### src/shared/conv_dir_consts.svh
`ifndef CONV_DIR_CONSTS_SVH
`define CONV_DIR_CONSTS_SVH

// host command codes, one per setting word plus one for the read-only status word
`define CMD_CHARGE_VOLT    16'h0020
`define CMD_CHARGE_CURR    16'h0030
`define CMD_SYS_STATUS     16'h00C1
`define CMD_SYS_SETUP      16'h00C2
`define CMD_WAY_SELECT     16'h0100
`define CMD_DIS_VOLT       16'h0120
`define CMD_DIS_CURR       16'h0130
`define CMD_TWO_WAY        16'h0140

// setting values
`define SYS_SETUP_BUS_MODE 16'h0003
`define TWO_WAY_BATTERY    16'h0001
`define WAY_CHARGE         8'h00
`define WAY_DISCHARGE      8'h01
`define BUS_CTRL_BIT       0

// reset values
`define RST_CHARGE_VOLT    16'h1388
`define RST_CHARGE_CURR    16'h0BB8
`define RST_DIS_VOLT       16'h0FA0
`define RST_DIS_CURR       16'h0BB8
`define RST_SYS_SETUP      16'h0000
`define RST_WAY_SELECT     8'h00
`define RST_TWO_WAY        16'h0000

// status word fields
`define STAT_BATTERY_POS   0
`define STAT_CHARGE_POS    1
`define STAT_DISCHARGE_POS 2
`define STAT_REDUCED_POS   3
`define STAT_RUN_POS       4
`define STAT_FAULT_POS     5

// scaling and timing
`define RATED_CURRENT      16'h2710
`define REDUCED_PCT        5
`define DC_GOOD_PCT        80
`define FAULT_LEAD_MS      100
`define CLOCK_KHZ          125000
`define FAULT_LEAD_CYCLES  (`FAULT_LEAD_MS * `CLOCK_KHZ)

`endif

### src/shared/conv_dir_pkg.sv
package conv_dir_pkg;

   typedef enum logic [1:0] {
      CONV_IDLE,
      CONV_CHARGE,
      CONV_DISCHARGE
   } conv_dir_t;

   typedef struct packed {
      logic        valid;
      logic        write;
      logic [15:0] code;
      logic [15:0] data;
   } host_cmd_t;

   typedef struct packed {
      logic        valid;
      logic [15:0] data;
   } host_rsp_t;

   typedef struct packed {
      logic overload;
      logic short_circuit;
      logic over_temp;
      logic grid_loss;
      logic other;
   } protect_t;

endpackage

### src/design/conversion_direction_control.sv
// Function
// - reset comes up in automatic direction mode
// - auto: target above dc end charges
// - auto: target below dc end discharges
// - auto mode ignores pin and bus direction
// - battery mode takes effect after repower only
// - battery: way select 00h charge, 01h discharge
// - battery: charging uses charge volt and current settings
// - battery: discharging uses discharge volt and current settings
// - battery: pin high charges, low discharges
// - charge asked, battery above target: weak discharge
// - discharge asked, battery below target: weak charge
// - slow protections: fault 100 ms before shutdown
// - other protections: fault with shutdown together
// - fault low normally, high when not recyclable
// - dc good output low fine, high abnormal
// - output only while remote switch input low
`include "conv_dir_consts.svh"

module conversion_direction_control #(
   parameter int unsigned FAULT_LEAD_CYCLES = `FAULT_LEAD_CYCLES,
   parameter logic [15:0] RATED_CURRENT     = `RATED_CURRENT
) (
   input  wire logic                   clock,
   input  wire logic                   sys_rst,
   input  wire conv_dir_pkg::host_cmd_t host_cmd,
   output conv_dir_pkg::host_rsp_t     host_rsp,
   input  wire logic                   repower,
   input  wire logic [15:0]            dc_voltage,
   input  wire logic [15:0]            trim_knob,
   input  wire logic                   charge_discharge_pin,
   input  wire logic                   remote_switch,
   input  wire conv_dir_pkg::protect_t protect_pins,
   output conv_dir_pkg::conv_dir_t     conv_dir,
   output logic [15:0]                 volt_target,
   output logic [15:0]                 curr_limit,
   output logic                        curr_reduced,
   output logic                        converter_run,
   output logic                        fault_output,
   output logic                        dc_good_output_n
);

   localparam int unsigned PIN_W = 7;
   localparam logic [15:0] REDUCED_CURR =
      16'((32'(RATED_CURRENT) * `REDUCED_PCT) / 100);

   // pin synchronisers
   logic [PIN_W-1:0] pin_raw;
   logic [PIN_W-1:0] pin_meta_reg;
   logic [PIN_W-1:0] pin_sync_reg;

   assign pin_raw = {charge_discharge_pin, remote_switch, protect_pins};

   genvar gi;
   generate
      for (gi = 0; gi < PIN_W; gi++) begin : g_sync
         always_ff @(posedge clock) begin
            if (sys_rst) begin
               pin_meta_reg[gi] <= 1'b0;
               pin_sync_reg[gi] <= 1'b0;
            end else begin
               pin_meta_reg[gi] <= pin_raw[gi];
               pin_sync_reg[gi] <= pin_meta_reg[gi];
            end
         end
      end
   endgenerate

   conv_dir_pkg::protect_t prot_s;
   logic                   cd_pin_s;
   logic                   remote_s;

   assign prot_s   = pin_sync_reg[4:0];
   assign remote_s = pin_sync_reg[5];
   assign cd_pin_s = pin_sync_reg[6];

   // setting words
   logic [15:0] charge_volt_reg;
   logic [15:0] charge_curr_reg;
   logic [15:0] sys_setup_reg;
   logic [7:0]  way_select_reg;
   logic [15:0] dis_volt_reg;
   logic [15:0] dis_curr_reg;
   logic [15:0] two_way_reg;
   logic        battery_mode_reg;

   logic cmd_wr;
   logic cmd_rd;
   logic wr_charge_volt;
   logic wr_charge_curr;
   logic wr_sys_setup;
   logic wr_way_select;
   logic wr_dis_volt;
   logic wr_dis_curr;
   logic wr_two_way;

   assign cmd_wr         = host_cmd.valid & host_cmd.write;
   assign cmd_rd         = host_cmd.valid & ~host_cmd.write;
   assign wr_charge_volt = cmd_wr & (host_cmd.code == `CMD_CHARGE_VOLT);
   assign wr_charge_curr = cmd_wr & (host_cmd.code == `CMD_CHARGE_CURR);
   assign wr_sys_setup   = cmd_wr & (host_cmd.code == `CMD_SYS_SETUP);
   assign wr_way_select  = cmd_wr & (host_cmd.code == `CMD_WAY_SELECT);
   assign wr_dis_volt    = cmd_wr & (host_cmd.code == `CMD_DIS_VOLT);
   assign wr_dis_curr    = cmd_wr & (host_cmd.code == `CMD_DIS_CURR);
   assign wr_two_way     = cmd_wr & (host_cmd.code == `CMD_TWO_WAY);

   always_ff @(posedge clock) begin
      if (sys_rst) begin
         charge_volt_reg <= `RST_CHARGE_VOLT;
         charge_curr_reg <= `RST_CHARGE_CURR;
         sys_setup_reg   <= `RST_SYS_SETUP;
         way_select_reg  <= `RST_WAY_SELECT;
         dis_volt_reg    <= `RST_DIS_VOLT;
         dis_curr_reg    <= `RST_DIS_CURR;
         two_way_reg     <= `RST_TWO_WAY;
      end else begin
         if (wr_charge_volt) charge_volt_reg <= host_cmd.data;
         if (wr_charge_curr) charge_curr_reg <= host_cmd.data;
         if (wr_sys_setup)   sys_setup_reg   <= host_cmd.data;
         if (wr_way_select)  way_select_reg  <= host_cmd.data[7:0];
         if (wr_dis_volt)    dis_volt_reg    <= host_cmd.data;
         if (wr_dis_curr)    dis_curr_reg    <= host_cmd.data;
         if (wr_two_way)     two_way_reg     <= host_cmd.data;
      end
   end

   // mode is sampled only at repower so a live write cannot flip it mid-run
   logic battery_arm;

   assign battery_arm = (sys_setup_reg == `SYS_SETUP_BUS_MODE) &&
                        (two_way_reg == `TWO_WAY_BATTERY);

   always_ff @(posedge clock) begin
      if (sys_rst) begin
         battery_mode_reg <= 1'b0;
      end else if (repower) begin
         battery_mode_reg <= battery_arm;
      end
   end

   // direction request
   logic bus_ctrl;
   logic way_is_charge;
   logic way_is_dis;
   logic pin_req_charge;
   logic req_charge_reg;
   logic req_charge_next;

   assign bus_ctrl       = sys_setup_reg[`BUS_CTRL_BIT];
   assign way_is_charge  = (way_select_reg == `WAY_CHARGE);
   assign way_is_dis     = (way_select_reg == `WAY_DISCHARGE);
   assign pin_req_charge = cd_pin_s;

   // an undefined way value keeps the last request rather than guessing
   assign req_charge_next = !bus_ctrl     ? pin_req_charge :
                            way_is_charge ? 1'b1 :
                            way_is_dis    ? 1'b0 :
                            req_charge_reg;

   always_ff @(posedge clock) begin
      if (sys_rst) begin
         req_charge_reg <= 1'b1;
      end else begin
         req_charge_reg <= req_charge_next;
      end
   end

   // automatic decision; equal voltages hold the present direction
   logic auto_charge;
   logic auto_dis;

   assign auto_charge = (trim_knob > dc_voltage);
   assign auto_dis    = (trim_knob < dc_voltage);

   // battery mode with forced reversal when the battery disagrees
   logic bat_over_charge;
   logic bat_under_dis;
   logic batt_charge;
   logic batt_reduced;

   assign bat_over_charge = (dc_voltage > charge_volt_reg);
   assign bat_under_dis   = (dc_voltage < dis_volt_reg);
   assign batt_reduced    = req_charge_reg ? bat_over_charge :
                                             bat_under_dis;
   assign batt_charge     = req_charge_reg ^ batt_reduced;

   // final direction, pin and bus unused in automatic mode
   logic dir_charge;
   logic dir_dis;

   assign dir_charge = battery_mode_reg ? batt_charge :
                       auto_charge ? 1'b1 :
                       auto_dis    ? 1'b0 :
                       (conv_dir == conv_dir_pkg::CONV_CHARGE);
   assign dir_dis    = !dir_charge;

   // setpoints that follow the direction
   logic        reduced_now;
   logic [15:0] volt_sel;
   logic [15:0] curr_sel;

   assign reduced_now = battery_mode_reg & batt_reduced;
   assign volt_sel    = !battery_mode_reg ? trim_knob :
                        dir_charge ? charge_volt_reg :
                                     dis_volt_reg;
   assign curr_sel    = reduced_now ? REDUCED_CURR :
                        dir_charge  ? charge_curr_reg :
                                      dis_curr_reg;

   // protection sequencing
   logic early_warn_prot;
   logic instant_prot;
   logic seq_fault;
   logic seq_shutdown;

   assign early_warn_prot = prot_s.overload | prot_s.short_circuit |
                            prot_s.over_temp;
   assign instant_prot    = prot_s.grid_loss | prot_s.other;

   fault_sequencer #(
      .LEAD_CYCLES     (FAULT_LEAD_CYCLES)
   ) u_fault_seq (
      .clock           (clock),
      .sys_rst         (sys_rst),
      .early_warn_prot (early_warn_prot),
      .instant_prot    (instant_prot),
      .fault_out       (seq_fault),
      .shutdown        (seq_shutdown)
   );

   // run enable and dc health
   logic        run_next;
   logic [31:0] dc_scaled;
   logic [31:0] good_floor;
   logic        dc_abnormal;

   assign run_next    = !remote_s && !seq_shutdown;
   assign dc_scaled   = 32'(dc_voltage) * 32'd100;
   assign good_floor  = 32'(volt_sel) * 32'(`DC_GOOD_PCT);
   assign dc_abnormal = !run_next || (dc_scaled < good_floor);

   always_ff @(posedge clock) begin
      if (sys_rst) begin
         conv_dir         <= conv_dir_pkg::CONV_IDLE;
         volt_target      <= 16'h0000;
         curr_limit       <= 16'h0000;
         curr_reduced     <= 1'b0;
         converter_run    <= 1'b0;
         fault_output     <= 1'b0;
         dc_good_output_n <= 1'b1;
      end else begin
         conv_dir         <= dir_charge ? conv_dir_pkg::CONV_CHARGE :
                                          conv_dir_pkg::CONV_DISCHARGE;
         volt_target      <= volt_sel;
         curr_limit       <= curr_sel;
         curr_reduced     <= reduced_now;
         converter_run    <= run_next;
         fault_output     <= seq_fault;
         dc_good_output_n <= dc_abnormal;
      end
   end

   // command read-back; unknown codes answer zero
   logic [15:0] status_word;
   logic [15:0] rd_data;

   always_comb begin
      status_word = 16'h0000;
      status_word[`STAT_BATTERY_POS]   = battery_mode_reg;
      status_word[`STAT_CHARGE_POS]    = (conv_dir == conv_dir_pkg::CONV_CHARGE);
      status_word[`STAT_DISCHARGE_POS] = (conv_dir == conv_dir_pkg::CONV_DISCHARGE);
      status_word[`STAT_REDUCED_POS]   = curr_reduced;
      status_word[`STAT_RUN_POS]       = converter_run;
      status_word[`STAT_FAULT_POS]     = fault_output;
   end

   assign rd_data =
      (host_cmd.code == `CMD_CHARGE_VOLT) ? charge_volt_reg :
      (host_cmd.code == `CMD_CHARGE_CURR) ? charge_curr_reg :
      (host_cmd.code == `CMD_SYS_STATUS)  ? status_word :
      (host_cmd.code == `CMD_SYS_SETUP)   ? sys_setup_reg :
      (host_cmd.code == `CMD_WAY_SELECT)  ? {8'h00, way_select_reg} :
      (host_cmd.code == `CMD_DIS_VOLT)    ? dis_volt_reg :
      (host_cmd.code == `CMD_DIS_CURR)    ? dis_curr_reg :
      (host_cmd.code == `CMD_TWO_WAY)     ? two_way_reg : 16'h0000;

   // writes never answer, matching the host link's habit
   always_ff @(posedge clock) begin
      if (sys_rst) begin
         host_rsp <= '0;
      end else begin
         host_rsp.valid <= cmd_rd;
         host_rsp.data  <= cmd_rd ? rd_data : host_rsp.data;
      end
   end

   logic unused_ok;
   assign unused_ok = dir_dis;

endmodule

### src/design/fault_sequencer.sv
`include "conv_dir_consts.svh"

module fault_sequencer #(
   parameter int unsigned LEAD_CYCLES = `FAULT_LEAD_CYCLES
) (
   input  wire logic clock,
   input  wire logic sys_rst,
   input  wire logic early_warn_prot,
   input  wire logic instant_prot,
   output logic      fault_out,
   output logic      shutdown
);

   logic [31:0] lead_cnt_reg;
   logic [31:0] lead_cnt_next;
   logic        lead_done;
   logic        any_prot;

   assign any_prot      = early_warn_prot | instant_prot;
   // full lead counted here; the shutdown flop adds no extra cycle against fault_out
   assign lead_done     = (lead_cnt_reg >= LEAD_CYCLES);
   assign lead_cnt_next = early_warn_prot && !lead_done ? lead_cnt_reg + 32'h1 :
                          early_warn_prot ? lead_cnt_reg : 32'h0;

   always_ff @(posedge clock) begin
      if (sys_rst) begin
         lead_cnt_reg <= 32'h0;
         fault_out    <= 1'b0;
         shutdown     <= 1'b0;
      end else begin
         lead_cnt_reg <= lead_cnt_next;
         fault_out    <= any_prot;
         // early warning holds fault up for the whole lead before stopping
         shutdown     <= instant_prot | (early_warn_prot & lead_done);
      end
   end

endmodule

### config.mk
export PLATFORM = sky130hd
export DESIGN_NAME = conversion_direction_control
export DESIGN_NICKNAME = d
export VERILOG_FILES = /design/src/shared/conv_dir_pkg.sv /design/src/design/conversion_direction_control.sv /design/src/design/fault_sequencer.sv
export VERILOG_INCLUDE_DIRS = /design/src /design/src/shared
export SDC_FILE = /design/constraint.sdc
export NUM_CORES = 1
export LEC_CHECK = 0
export BUFFER_PORTS_ARGS = -buffer_cell sky130_fd_sc_hd__buf_2
export CELL_PAD_IN_SITES_DETAIL_PLACEMENT = 1
export CELL_PAD_IN_SITES_GLOBAL_PLACEMENT = 1
export CORE_MARGIN = 5
export CORE_UTILIZATION = 41
export DETAILED_ROUTE_END_ITERATION = 16
export PLACE_DENSITY_LB_ADDON = 0.1
export SETUP_SLACK_MARGIN = 0.2
export SLEW_MARGIN = 20
export SYNTH_ARGS = -nofsm -noshare
export SYNTH_HDL_FRONTEND = slang
export SYNTH_HIERARCHICAL = 1
export SYNTH_SLANG_ARGS = --single-unit
### constraint.sdc
create_clock -name clock -period 5.3 [get_ports clock]
set_input_delay 0.53 -clock clock [delete_from_list [all_inputs] [get_ports clock]]
set_output_delay 0.53 -clock clock [all_outputs]
set_load 0.03 [all_outputs]
# Yosys cells after proc, flatten, opt, wreduce, memory -nomap -nowiden
# Index checks and enable logic that the tools add are counted.
op_classes:
  addsub: 1
  reduce_logical: 10
  n_mul: 2
  bitwise_logic: 18
  magnitude_cmp: 6
  eq_ne: 15
  n_mux: 22
op_table:
  columns: ["operator", "n"]
  rows:
  - ["16-bit 2-to-1 mux", 11]
  - ["16-bit by 9-bit equality test with 1-bit output, second input constant", 4]
  - ["32-bit 2-to-1 mux", 2]
  - ["32-bit by 1-bit adder with 32-bit output, second input constant", 1]
  - ["16-bit by 6-bit equality test with 1-bit output, second input constant", 2]
  - ["16-bit by 8-bit equality test with 1-bit output, second input constant", 2]
  - ["32-bit by 24-bit >= comparator with 1-bit output, second input constant", 1]
  - ["16-bit > comparator", 2]
  - ["16-bit < comparator", 2]
  - ["23-bit < comparator", 1]
  - ["16-bit by 5-bit multiplier with 21-bit output, second input constant", 1]
  - ["16-bit by 3-bit multiplier with 19-bit output, second input constant", 1]
  - ["16-bit by 1-bit equality test with 1-bit output, second input constant", 1]
  - ["16-bit by 2-bit equality test with 1-bit output, second input constant", 1]
  - ["1-bit bitwise AND", 11]
  - ["9-bit 2-to-1 mux", 1]
  - ["8-bit by 1-bit equality test with 1-bit output, second input constant", 1]
  - ["8-bit zero test", 1]
  - ["1-bit 2-to-1 mux", 7]
  - ["1-bit OR", 5]
  - ["1-bit zero test", 4]
  - ["1-bit logical AND", 3]
  - ["3-bit by 1-bit != test with 1-bit output, second input constant", 1]
  - ["2-bit by 1-bit equality test with 1-bit output, second input constant", 1]
  - ["other kinds (7)", 7]
word_totals:
  word_cells: 110
  register_bits: 209
  out_inout_bits: 55
  in_bits: 76

# Depth between registers and ports, before layout
# Gate-level depths: netlist of the first run.
logic_depth:
  depth_word: 9
  mapped_depth: 28
  mapped_depth_nobuf: 26

# Hierarchy
# Netlist of the first run, hierarchy kept.
by_module_without_submodules:
  columns: ["module", "cells_each", "n_inst", "seq_area_each_um2", "area_per_inst_um2"]
  rows:
  - ["conversion_direction_control", 1297, 1, 3503.4, 11130.7]
  - ["fault_sequencer", 176, 1, 680.7, 1556.5]

# Least setup slack after synthesis of the first run
# Ideal clock, no wire load.
synth_timing:
  path_type: "input port to flip-flop"
  startpoint: "input dc_voltage[14]"
  endpoint: "register dc_good_output_n"
  arrival_ns: 5.591
  path_buffers: 2
  cell_stages: 26
  t_required_ns: 5.166
  slack_ns: -0.424
  setup_ns: 0.134
  cell_sequence: "ha_1 -> nand4_1 -> nor4_1 -> a21boi_1 -> o311a_1 -> a311o_1 -> buf_6 -> buf_8 -> mux2i_1 -> a21oi_1 -> ha_1 -> ha_1 -> a21o_1 -> a21oi_1 -> o21ai_0 -> a31oi_1 -> a211oi_1 -> o21a_1 -> o21a_1 -> or2_2 -> ha_1 -> nand4_1 -> or3_1 -> o221a_2 -> o21ai_0 -> o211ai_1"
synth_via:
  elab_chain_cells: 9
  elab_cells_between_ends: 15
  cone_classes: "mul: 2; order compare: 5; mux: 6; bitwise: 1; reduce/logical: 1"
synth_rtl:
  columns: ["element", "line", "source"]
  rows:
  - ["start: declaration", "conversion_direction_control.sv:29", "input wire logic [15:0] dc_voltage,"]
  - ["16-bit < comparator (tied with other cells)", "conversion_direction_control.sv:173", "assign auto_dis = (trim_knob < dc_voltage);"]
  - ["1-bit 2-to-1 mux, on equally long branches", "conversion_direction_control.sv:193, conversion_direction_control.sv:183", null]
  - ["1-bit 2-to-1 mux / 1-bit bitwise XOR (equally long branches)", "conversion_direction_control.sv:192, conversion_direction_control.sv:185", null]
  - ["1-bit 2-to-1 mux (*)", "conversion_direction_control.sv:191", "assign dir_charge = battery_mode_reg ? batt_charge :"]
  - ["16-bit 2-to-1 mux (*)", "conversion_direction_control.sv:204", "dir_charge ? charge_volt_reg :"]
  - ["16-bit 2-to-1 mux (*)", "conversion_direction_control.sv:203", "assign volt_sel = !battery_mode_reg ? trim_knob :"]
  - ["net volt_sel[4]", "conversion_direction_control.sv:199", "logic [15:0] volt_sel;"]
  - ["16-bit by 3-bit multiplier with 19-bit output (*)", "conversion_direction_control.sv:239", "assign good_floor = 32'(volt_sel) * 32'(`DC_GOOD_PCT);"]
  - ["23-bit < comparator (*)", "conversion_direction_control.sv:240", "assign dc_abnormal = !run_next || (dc_scaled < good_floor);"]
  - ["1-bit logical OR (*)", "conversion_direction_control.sv:240", null]
  - ["end signal: assignment", "conversion_direction_control.sv:259", "dc_good_output_n <= dc_abnormal;"]
  - ["end: declaration", "conversion_direction_control.sv:40", "output logic dc_good_output_n"]
# The timed path passes the listed nets; every way through them passes the cells marked *.
# A chain may end at the register's enable or synchronous reset.

# Final worst setup path of the first run
layout_timing:
  startpoint: "register charge_volt_reg[9]"
  endpoint: "register dc_good_output_n"
layout_via:
  elab_chain_cells: 9
layout_rtl:
  columns: ["element", "line", "source"]
  rows:
  - ["start: declaration", "conversion_direction_control.sv:78", "logic [15:0] charge_volt_reg;"]
  - ["start signal: assignment", "conversion_direction_control.sv:109", "charge_volt_reg <= `RST_CHARGE_VOLT;"]
  - ["start signal: assignment", "conversion_direction_control.sv:117", "if (wr_charge_volt) charge_volt_reg <= host_cmd.data;"]
  - ["16-bit > comparator", "conversion_direction_control.sv:181", "assign bat_over_charge = (dc_voltage > charge_volt_reg);"]
  - ["1-bit 2-to-1 mux", "conversion_direction_control.sv:183", "assign batt_reduced = req_charge_reg ? bat_over_charge :"]
  - ["1-bit bitwise XOR", "conversion_direction_control.sv:185", "assign batt_charge = req_charge_reg ^ batt_reduced;"]
  - ["1-bit 2-to-1 mux", "conversion_direction_control.sv:191", null]
  - ["16-bit 2-to-1 mux", "conversion_direction_control.sv:204", null]
  - ["16-bit 2-to-1 mux", "conversion_direction_control.sv:203", null]
  - ["net volt_sel[4]", "conversion_direction_control.sv:199", null]
  - ["16-bit by 3-bit multiplier with 19-bit output", "conversion_direction_control.sv:239", null]
  - ["23-bit < comparator", "conversion_direction_control.sv:240", null]
  - ["1-bit logical OR", "conversion_direction_control.sv:240", null]
# The timed path passes the listed nets, and every way through them passes these cells.

==> metrics.md, run 1 <==
| Metric | Value |
|---|---|
| Status | `complete, but fails checks` |
| Failing checks | `setup timing` |
| Hpwl dp | `roughly 34 mm` |
| Initial antenna violation count | `0` |
| Metal3 WL | `1.83 mm` |
| Post-Synth Adder-Cell Area | `16.5%` |
| Clk sink count | `209` |
| DRT antenna net count | `0` |
| Max-slew headroom | `34.2%` |
| Fin worst setup slack | `-0.415 ns` |
| Cell total after placement | `2076` |
| Area grow syn2layout | `26.6%` |
| GR Util All Layers | `25.0%` |
| Share of cells above drive strength 1 | `roughly 24%` |
| Setup CP Type | `register to register` |
| Synth Area in Simple Gates | `19.5%` |
| Filler cells | `approximately 3600` |
| Die width | `approximately 190 um` |
| Count of final hold-check violations | `0` |
| Synth Area in Compound Gates | `18.5%` |
| Worst-path clk slew | `0.06 ns` |
| Vias | `11845` |
| First-pass GRT wire length | `roughly 68 mm` |
| Met2 wire length | `about 21 mm` |
| Core area | `30600 sq um` |
| CP arrival | `6.09 ns` |
| Routed wire length | `44.3 mm` |
| Total power | `4.59 mW` |
| FP Rows | `64` |
| Final non-filler cell total | `approximately 2100` |
| Count of cell types in the netlist | `between 70 and 80` |
| Crit path capture type | `register` |
| Initial core utilization | `41.5%` |
| # Max-Cap Violations | `0` |
| Cells after Synth | `1473` |
| Finished Core Util | `between 50% and 60%` |
| Overflow after GRT | `0` |
| Later-pin clock latency in the skew report | `0.54 ns` |
| CTS root buf | `clkbuf_16` |
| Syn avg cell area | `between 8 and 9 sq um` |
| # H-tree levels | `1` |
| Fin. max-slew vios | `0` |
| Flops & latches, synth | `209` |
| N_diodes | `0` |
| Final layout net count | `1954` |
| Placer congestion estimate | `0.899` |
| Min cycle time layout | `5.72 ns` |
| XOR/XNOR share of the synthesized area | `1.93%` |
| Largest family of logic cells by synthesized area | `simple AND/OR/NAND/NOR gates` |
| Commonest non-fill, non-tap cell in the layout | `dfxtp_1` |
| Synth Net Count | `1709` |
| M1 WL | `20.5 mm` |
| RSZ-0062 raised after global routing | `yes` |
| Clk buf depth | `3` |
| Final worst-path cycle share | `108%` |
| Clock tree from TritonCTS | `built` |
| Pwr per Cell Area | `roughly 290 nW/um^2` |
| WL per Instance | `20.8 um` |
| CTS Buf Count | `25` |
| Pre-CTS WS | `-0.745 ns` |
| Most frequent cells in the layout | `205 x dfxtp_1, 153 x buf_4, 129 x buf_2` |
| Io pins | `131` |
| Mux cell area share after synthesis | `under 10%` |
| Post-synth EDFFs | `0` |
| Peak VDD IR | `0.000230 V` |
| Chip height | `186 um` |
| CP Launch Type | `register` |
| Fmax | `175 MHz` |
| Largest register FFs | `32` |
| Req. time, crit path | `5.68 ns` |
| Largest net degree at the start of global routing | `93` |
| Lkg Pwr | `6.95 nW` |
| Die area | `34600 sq um` |
| Setup violations, final | `1` |
| IO buf count | `130` |
| Fin Clk Skew | `approximately 0.017 ns` |
| Sequential share of the synthesized area | `33.0%` |
| Yosys warning count | `6` |
| Vias in the first global route | `12240` |
| DRC | `0` |
| Drt pass-1 iters | `7` |
| Worst-Margin Slew | `0.983 ns` |
| Final hold slack | `0.210 ns` |
| Top sig layer | `met4` |
| Main synth FF type | `dfxtp_1` |
| Worst-path fanout max | `5` |
| FFs w/ async S/R, synth | `0%` |
| Mapped cell area | `12700 sq um` |
| Worst Hold Class | `primary input to register` |
| Number of DRC markers in iteration 0 | `between 500 and 600` |
| Vias per cell | `5.56` |
[worst max-delay path: stages (launching register included)]
cell and delay [ns]:
dfxtp_2 0.34, inv_2 0.07, ha_4 0.27, nand4_1 0.23
nor4_2 0.34, nand2_1 0.09, o311a_1 0.15, a311o_2 0.45
buf_12 0.17, mux2i_2 0.15, a21oi_2 0.21, ha_4 0.25
ha_4 0.23, a21o_1 0.20, a21oi_4 0.17, o21ai_4 0.09
a31oi_4 0.21, a211oi_2 0.10, o21a_1 0.22, o21a_1 0.19
or2_4 0.24, ha_4 0.26, nand4_1 0.14, or3_4 0.37
o221a_4 0.25, o21ai_2 0.06, o211ai_1 0.10
[path summary, 6_finish.rpt]
path,start,end,slack [ns],depth (start not counted)
min reg2reg,pin_meta_reg[5],remote_s,0.44,1
max reg2reg,charge_volt_reg[9],dc_good_output_n,-0.42,26
min,protect_pins[1],pin_meta_reg[1],0.21,2
max,charge_volt_reg[9],dc_good_output_n,-0.42,26
[cell usage after synthesis, drive strengths merged (25+ instances only)]
master  count  area [sq um]
dfxtp     209          4180
ha        148          1850
a21oi     140           704
nand2     126           475
nor2      124           482
inv       110           413
mux2i      60           601
nor2b      55           344
clkbuf     51           193
o21ai      48           240
nand3      33           170
a211o      26           228
nor4       25           199
[layout make-up]
cell class                 instances  area, sq um  share of cell area, %
multi-input combinational       1086         8270                   51.4
sequential                       209         4190                   26.1
timing repair buffer             286         1860                   11.6
clock buffer                      35          703                   4.38
tap                              396          495                   3.08
inverter                         110          415                   2.59
clock inverter                     7          131                  0.818
[power by group]
| part | internal [mW] | switching [mW] | total [mW] |
|---|---|---|---|
| logic | 0.549 | 0.665 | 1.21 |
| registers | 1.60 | 0.0113 | 1.61 |
| clock network | 1.07 | 0.695 | 1.77 |
| total | 3.22 | 1.37 | 4.59 |
[logic make-up (layout without fill, tap and decap cells)]
kind of cell    Yosys count  in the layout
simple gates            482            482
compound gates          354            354
flops                   209            209
buf+inv                 178            438
fa+ha+maj               160            160
mux                      62             62
xor+xnor                 28             28
[per-stage QoR]
step,TNS (ns),area (sq um)
2_1_floorplan,-0.126,12900
3_3_place_gp,-0.582,14900
3_5_place_dp,-0.745,14900
4_1_cts,-0.455,15800
5_1_grt,-0.662,16100
6_report,-0.415,16100
[per-layer routing]
metal / GRT usage, % / up-vias
li1: - / 5743
met1: 33.5 / 5792
met2: 42.0 / 241
met3: 3.32 / 69
met4: 7.49 / 0
met5: 0 / -
[repair_timing]
item / 4_1_cts / 5_1_grt
pin swaps: 23 / 33
gates resized for setup: 21 / 40
endpoints found under the setup margin: 1 / 1
endpoints found under the hold margin: 0 / 0
cloned: 1 / 0
buffers inserted: 6 / 4
hold buffers: 0 / 0
Power figures use the tool's default switching activity.
==> inputs of run 2 (changes only) <==
--- a/config.mk
+++ b/config.mk
@@ -10,12 +10,11 @@
 export CELL_PAD_IN_SITES_DETAIL_PLACEMENT = 1
 export CELL_PAD_IN_SITES_GLOBAL_PLACEMENT = 1
 export CORE_MARGIN = 5
-export CORE_UTILIZATION = 41
+export CORE_UTILIZATION = 45
 export DETAILED_ROUTE_END_ITERATION = 16
 export PLACE_DENSITY_LB_ADDON = 0.1
 export SETUP_SLACK_MARGIN = 0.2
 export SLEW_MARGIN = 20
 export SYNTH_ARGS = -nofsm -noshare
 export SYNTH_HDL_FRONTEND = slang
-export SYNTH_HIERARCHICAL = 1
 export SYNTH_SLANG_ARGS = --single-unit
==> constraint.sdc (replaced) <==
create_clock -name clock -period 5.65 [get_ports clock]
set_input_delay 0.565 -clock clock [delete_from_list [all_inputs] [get_ports clock]]
set_output_delay 0.565 -clock clock [all_outputs]
set_load 0.03 [all_outputs]
==> metrics.md, run 2 <==
| Metric | Value |
|---|---|
| Status | `complete, but fails checks` |
| Failing checks | `setup timing` |
| Vias in the first global route | `12562 (+2.6%)` |
| Post-synth top area cell | `dfxtp_1` |
| Count of final hold-check violations | `0 (unchanged)` |
| Top-area cell type share of the netlist area | `33.8% (+0.80 points)` |
| Fmax | `164 MHz (-6.0%)` |
| Min cycle time layout | `6.08 ns (+0.365 ns)` |
| Io pins | `131 (unchanged)` |
| Met1 Use GR | `36.6% (+3.1 points)` |
| Synth Net Count | `1725 (+0.94%)` |
| Fin worst setup slack | `-0.430 ns (-0.0150 ns)` |
| Largest family of logic cells by synthesized area | `simple AND/OR/NAND/NOR gates` |
| Post-Synth Adder-Cell Area | `16.9% (+0.40 points)` |
| Commonest non-fill, non-tap cell in the layout | `nand2_1` |
| IO buf count | `130 (unchanged)` |
| Worst-path fanout max | `8 (+3)` |
| CP max stage delay | `0.41 ns (-0.04 ns)` |
| Mapped cell area | `12400 sq um (-2.4%)` |
| Main synth FF type | `dfxtp_1` |
| Chip height | `176 um (-5.4%)` |
| Initial antenna violation count | `2 (+2)` |
| Cells after Synth | `1489 (+1.1%)` |
| Placer congestion estimate | `0.918 (+2.1%)` |
| Clock tree from TritonCTS | `built` |
| Fin. max-slew vios | `0 (unchanged)` |
| Synth Area in Compound Gates | `15.5% (-2.9 points)` |
| Routed wire length | `46.8 mm (+5.6%)` |
| Req. time, crit path | `6.10 ns (+0.42 ns)` |
| Worst-path clk slew | `0.06 ns (about the same)` |
| Finished Core Util | `58.2% (+5.7 points)` |
| Most used routing layer | `met2` |
| Flops & latches, synth | `209 (unchanged)` |
| Fin Clk Skew | `0.0176 ns (+0.000530 ns)` |
| Final layout net count | `1970 (+0.82%)` |
| Syn avg cell area | `8.32 sq um (-3.4%)` |
| Die width | `176 um (-5.4%)` |
| Setup violations, final | `1 (unchanged)` |
| Most frequent cells after synthesis | `226 x nand2_1, 209 x dfxtp_1, 148 x ha_1, 147 x a21oi_1, 113 x nor2_1` |
| Worst Hold Class | `primary input to register` |
| XOR/XNOR share of the synthesized area | `3.25% (+1.3 points)` |
| Share of cells above drive strength 1 | `24.5% (+0.062 points)` |
| Worst-Margin Slew | `1.02 ns (+0.0362 ns)` |
| CP arrival | `6.53 ns (+0.44 ns)` |
| Most frequent cells in the layout | `224 x nand2_1, 198 x dfxtp_1, 148 x buf_4` |
| WL per Instance | `22.4 um (+7.6%)` |
| Hpwl dp | `33.8 mm (-0.82%)` |
| Count of cell types in the netlist | `68 (-13%)` |
| Die area | `30900 sq um (-10%)` |
| Area grow syn2layout | `27.0%` |
| CTS Buf Count | `24 (-4.0%)` |
| Crit path capture type | `register` |
| Sequential share of the synthesized area | `33.8% (+0.80 points)` |
| FFs w/ async S/R, synth | `0% (unchanged)` |
| Peak VDD IR | `0.000238 V (+3.5%)` |
| Drt pass-1 iters | `5 (-2)` |
| Max-slew headroom | `31.5% (-2.6 points)` |
| CTS root buf | `clkbuf_16` |
| First-pass GRT wire length | `68.7 mm (+0.60%)` |
| Multi-input gate area | `8170 sq um (-1.2%)` |
| Setup CP Type | `register to register` |
| DRC | `0 (unchanged)` |
| Initial core utilization | `45.8% (+4.4 points)` |
| Post-synth EDFFs | `0 (unchanged)` |
| Final worst-path cycle share | `108% (-0.22 points)` |
| CP max stage cell | `nor4_4` |
| Core area | `27000 sq um (-12%)` |
| Register area | `4200 sq um (+0.15%)` |
| # Max-Cap Violations | `0 (unchanged)` |
| Area contributors post-synth | `dfxtp_1 34%, ha_1 15%, nand2_1 6.8%, a21oi_1 5.9%, nor2_1 3.4%` |
| N_diodes | `0 (unchanged)` |
| Pre-CTS WS | `-0.707 ns (+0.0374 ns)` |
| Largest net degree at the start of global routing | `87 (-6.5%)` |
| Synth Area in Simple Gates | `21.7% (+2.2 points)` |
| GR Util All Layers | `27.5% (+2.6 points)` |
| Mux cell area share after synthesis | `3.16% (-1.7 points)` |
| DRT antenna net count | `0 (unchanged)` |
| Clk buf depth | `3 (unchanged)` |
| Pwr per Cell Area | `265 nW/um^2 (-7.1%)` |
| Filler cells | `3202 (-12%)` |
| Total power | `4.17 mW (-9.0%)` |
| Largest register FFs | `32 (unchanged)` |
| Met2 GRT Util | `47.5% (+5.5 points)` |
| CP Launch Type | `register` |
| FP Rows | `60 (-6.3%)` |
| Met3 Use GR | `3.53% (+0.21 points)` |
| # H-tree levels | `1 (unchanged)` |
| Yosys warning count | `0 (-6)` |
| Vias per cell | `5.87 (+5.4%)` |
| Later-pin clock latency in the skew report | `0.53 ns (about the same)` |
| Number of DRC markers in iteration 0 | `910 (+68%)` |
| RSZ-0062 raised after global routing | `yes` |
| Most frequent cell after synthesis | `nand2_1` |
| Clk sink count | `209 (unchanged)` |
| Lkg Pwr | `6.93 nW (-0.33%)` |
| # hold bufs at CTS | `0 (unchanged)` |
| Vias | `12258 (+3.5%)` |
| Overflow after GRT | `0 (unchanged)` |
## run 2: changes by cell type after synthesis, moves of 9 or more
cell	previous run	this run
a211o_1	26	15
a211oi_1	12	22
a222oi_1	5	14
a22o_1	11	0
mux2i_1	60	38
nand2_1	125	226
nand3b_1	3	14
nor2_1	123	113
nor2b_1	55	27
nor3_1	15	36
o21ai_0	48	30
or4_1	11	0
xor2_1	8	26
## run 2: layout make-up
type                       instances  area share [%]
inverter                         108            2.58
sequential                       209            26.7
clock inverter                     7           0.318
tap                              341            2.71
clock buffer                      34            4.25
timing repair buffer             282            11.5
multi-input combinational       1109            51.9
## run 2: kinds of logic (layout without fill, tap and decap cells)
group | after synthesis | count (layout)
muxes | 39 | 39
AOI/OAI and AO/OA | 304 | 304
adders and majority gates | 160 | 160
DFF | 209 | 209
buffers and inverters | 171 | 431
and+or+nand+nor | 560 | 560
xor gates and xnor gates | 46 | 46
## run 2: critical path, delay by kind of cell (launching register included)
| kind | cells | cell delay [ns] |
|---|---|---|
| AOI/OAI and AO/OA | 11 | 2.21 |
| and+or+nand+nor | 8 | 1.28 |
| adders and majority gates | 4 | 0.90 |
| buffers and inverters | 5 | 0.73 |
| DFF | 1 | 0.34 |
| muxes | 1 | 0.32 |
| xor gates and xnor gates | 1 | 0.17 |
## run 2: what timing repair did
action | 4_1_cts | 5_1_grt
setup endpoints to repair | 1 | 1
resized for setup | 52 | 64
buffers inserted | 13 | 12
gates cloned | 0 | 0
pin swaps | 36 | 50
## run 2: where the power goes
group	switching (mW)	internal, mW	total (mW)
Clock	0.641	0.821	1.46
Combinational	0.666	0.533	1.20
Sequential	0.0132	1.50	1.51
## run 2: layer usage
| metal | up-vias | part of all wire, % |
|---|---|---|
| met1 | 6043 | 43 |
| met4 | 2 | 3.3 |
| met2 | 409 | 48 |
| li1 | 5697 | - |
| met5 | - | 0.028 |
| met3 | 107 | 5.8 |
## run 2: path summary, 6_finish.rpt
check                           cells after the start          endpoint                start  slack (ns)
worst max-delay path                               30  dc_good_output_n  charge_volt_reg[14]       -0.43
worst min-delay path                                2   pin_meta_reg[0]      protect_pins[0]        0.24
worst max register to register                     30  dc_good_output_n  charge_volt_reg[14]       -0.43
worst min register to register                      1          remote_s      pin_meta_reg[5]        0.44
## run 2: through the flow
| step | hold slack [ns] | instances | TNS, ns | instance area, sq um |
|---|---|---|---|---|
| finish | 0.243 | 2090 | -0.430 | 15700 |
| global route | 0.244 | 2090 | -0.588 | 15700 |
| CTS | 0.229 | 2078 | 0 | 15300 |
| detailed placement | 0.424 | 2024 | -0.707 | 14200 |
| global placement | 0.416 | 2024 | -0.465 | 14200 |
| floorplan | 0.385 | 1489 | 0 | 12500 |
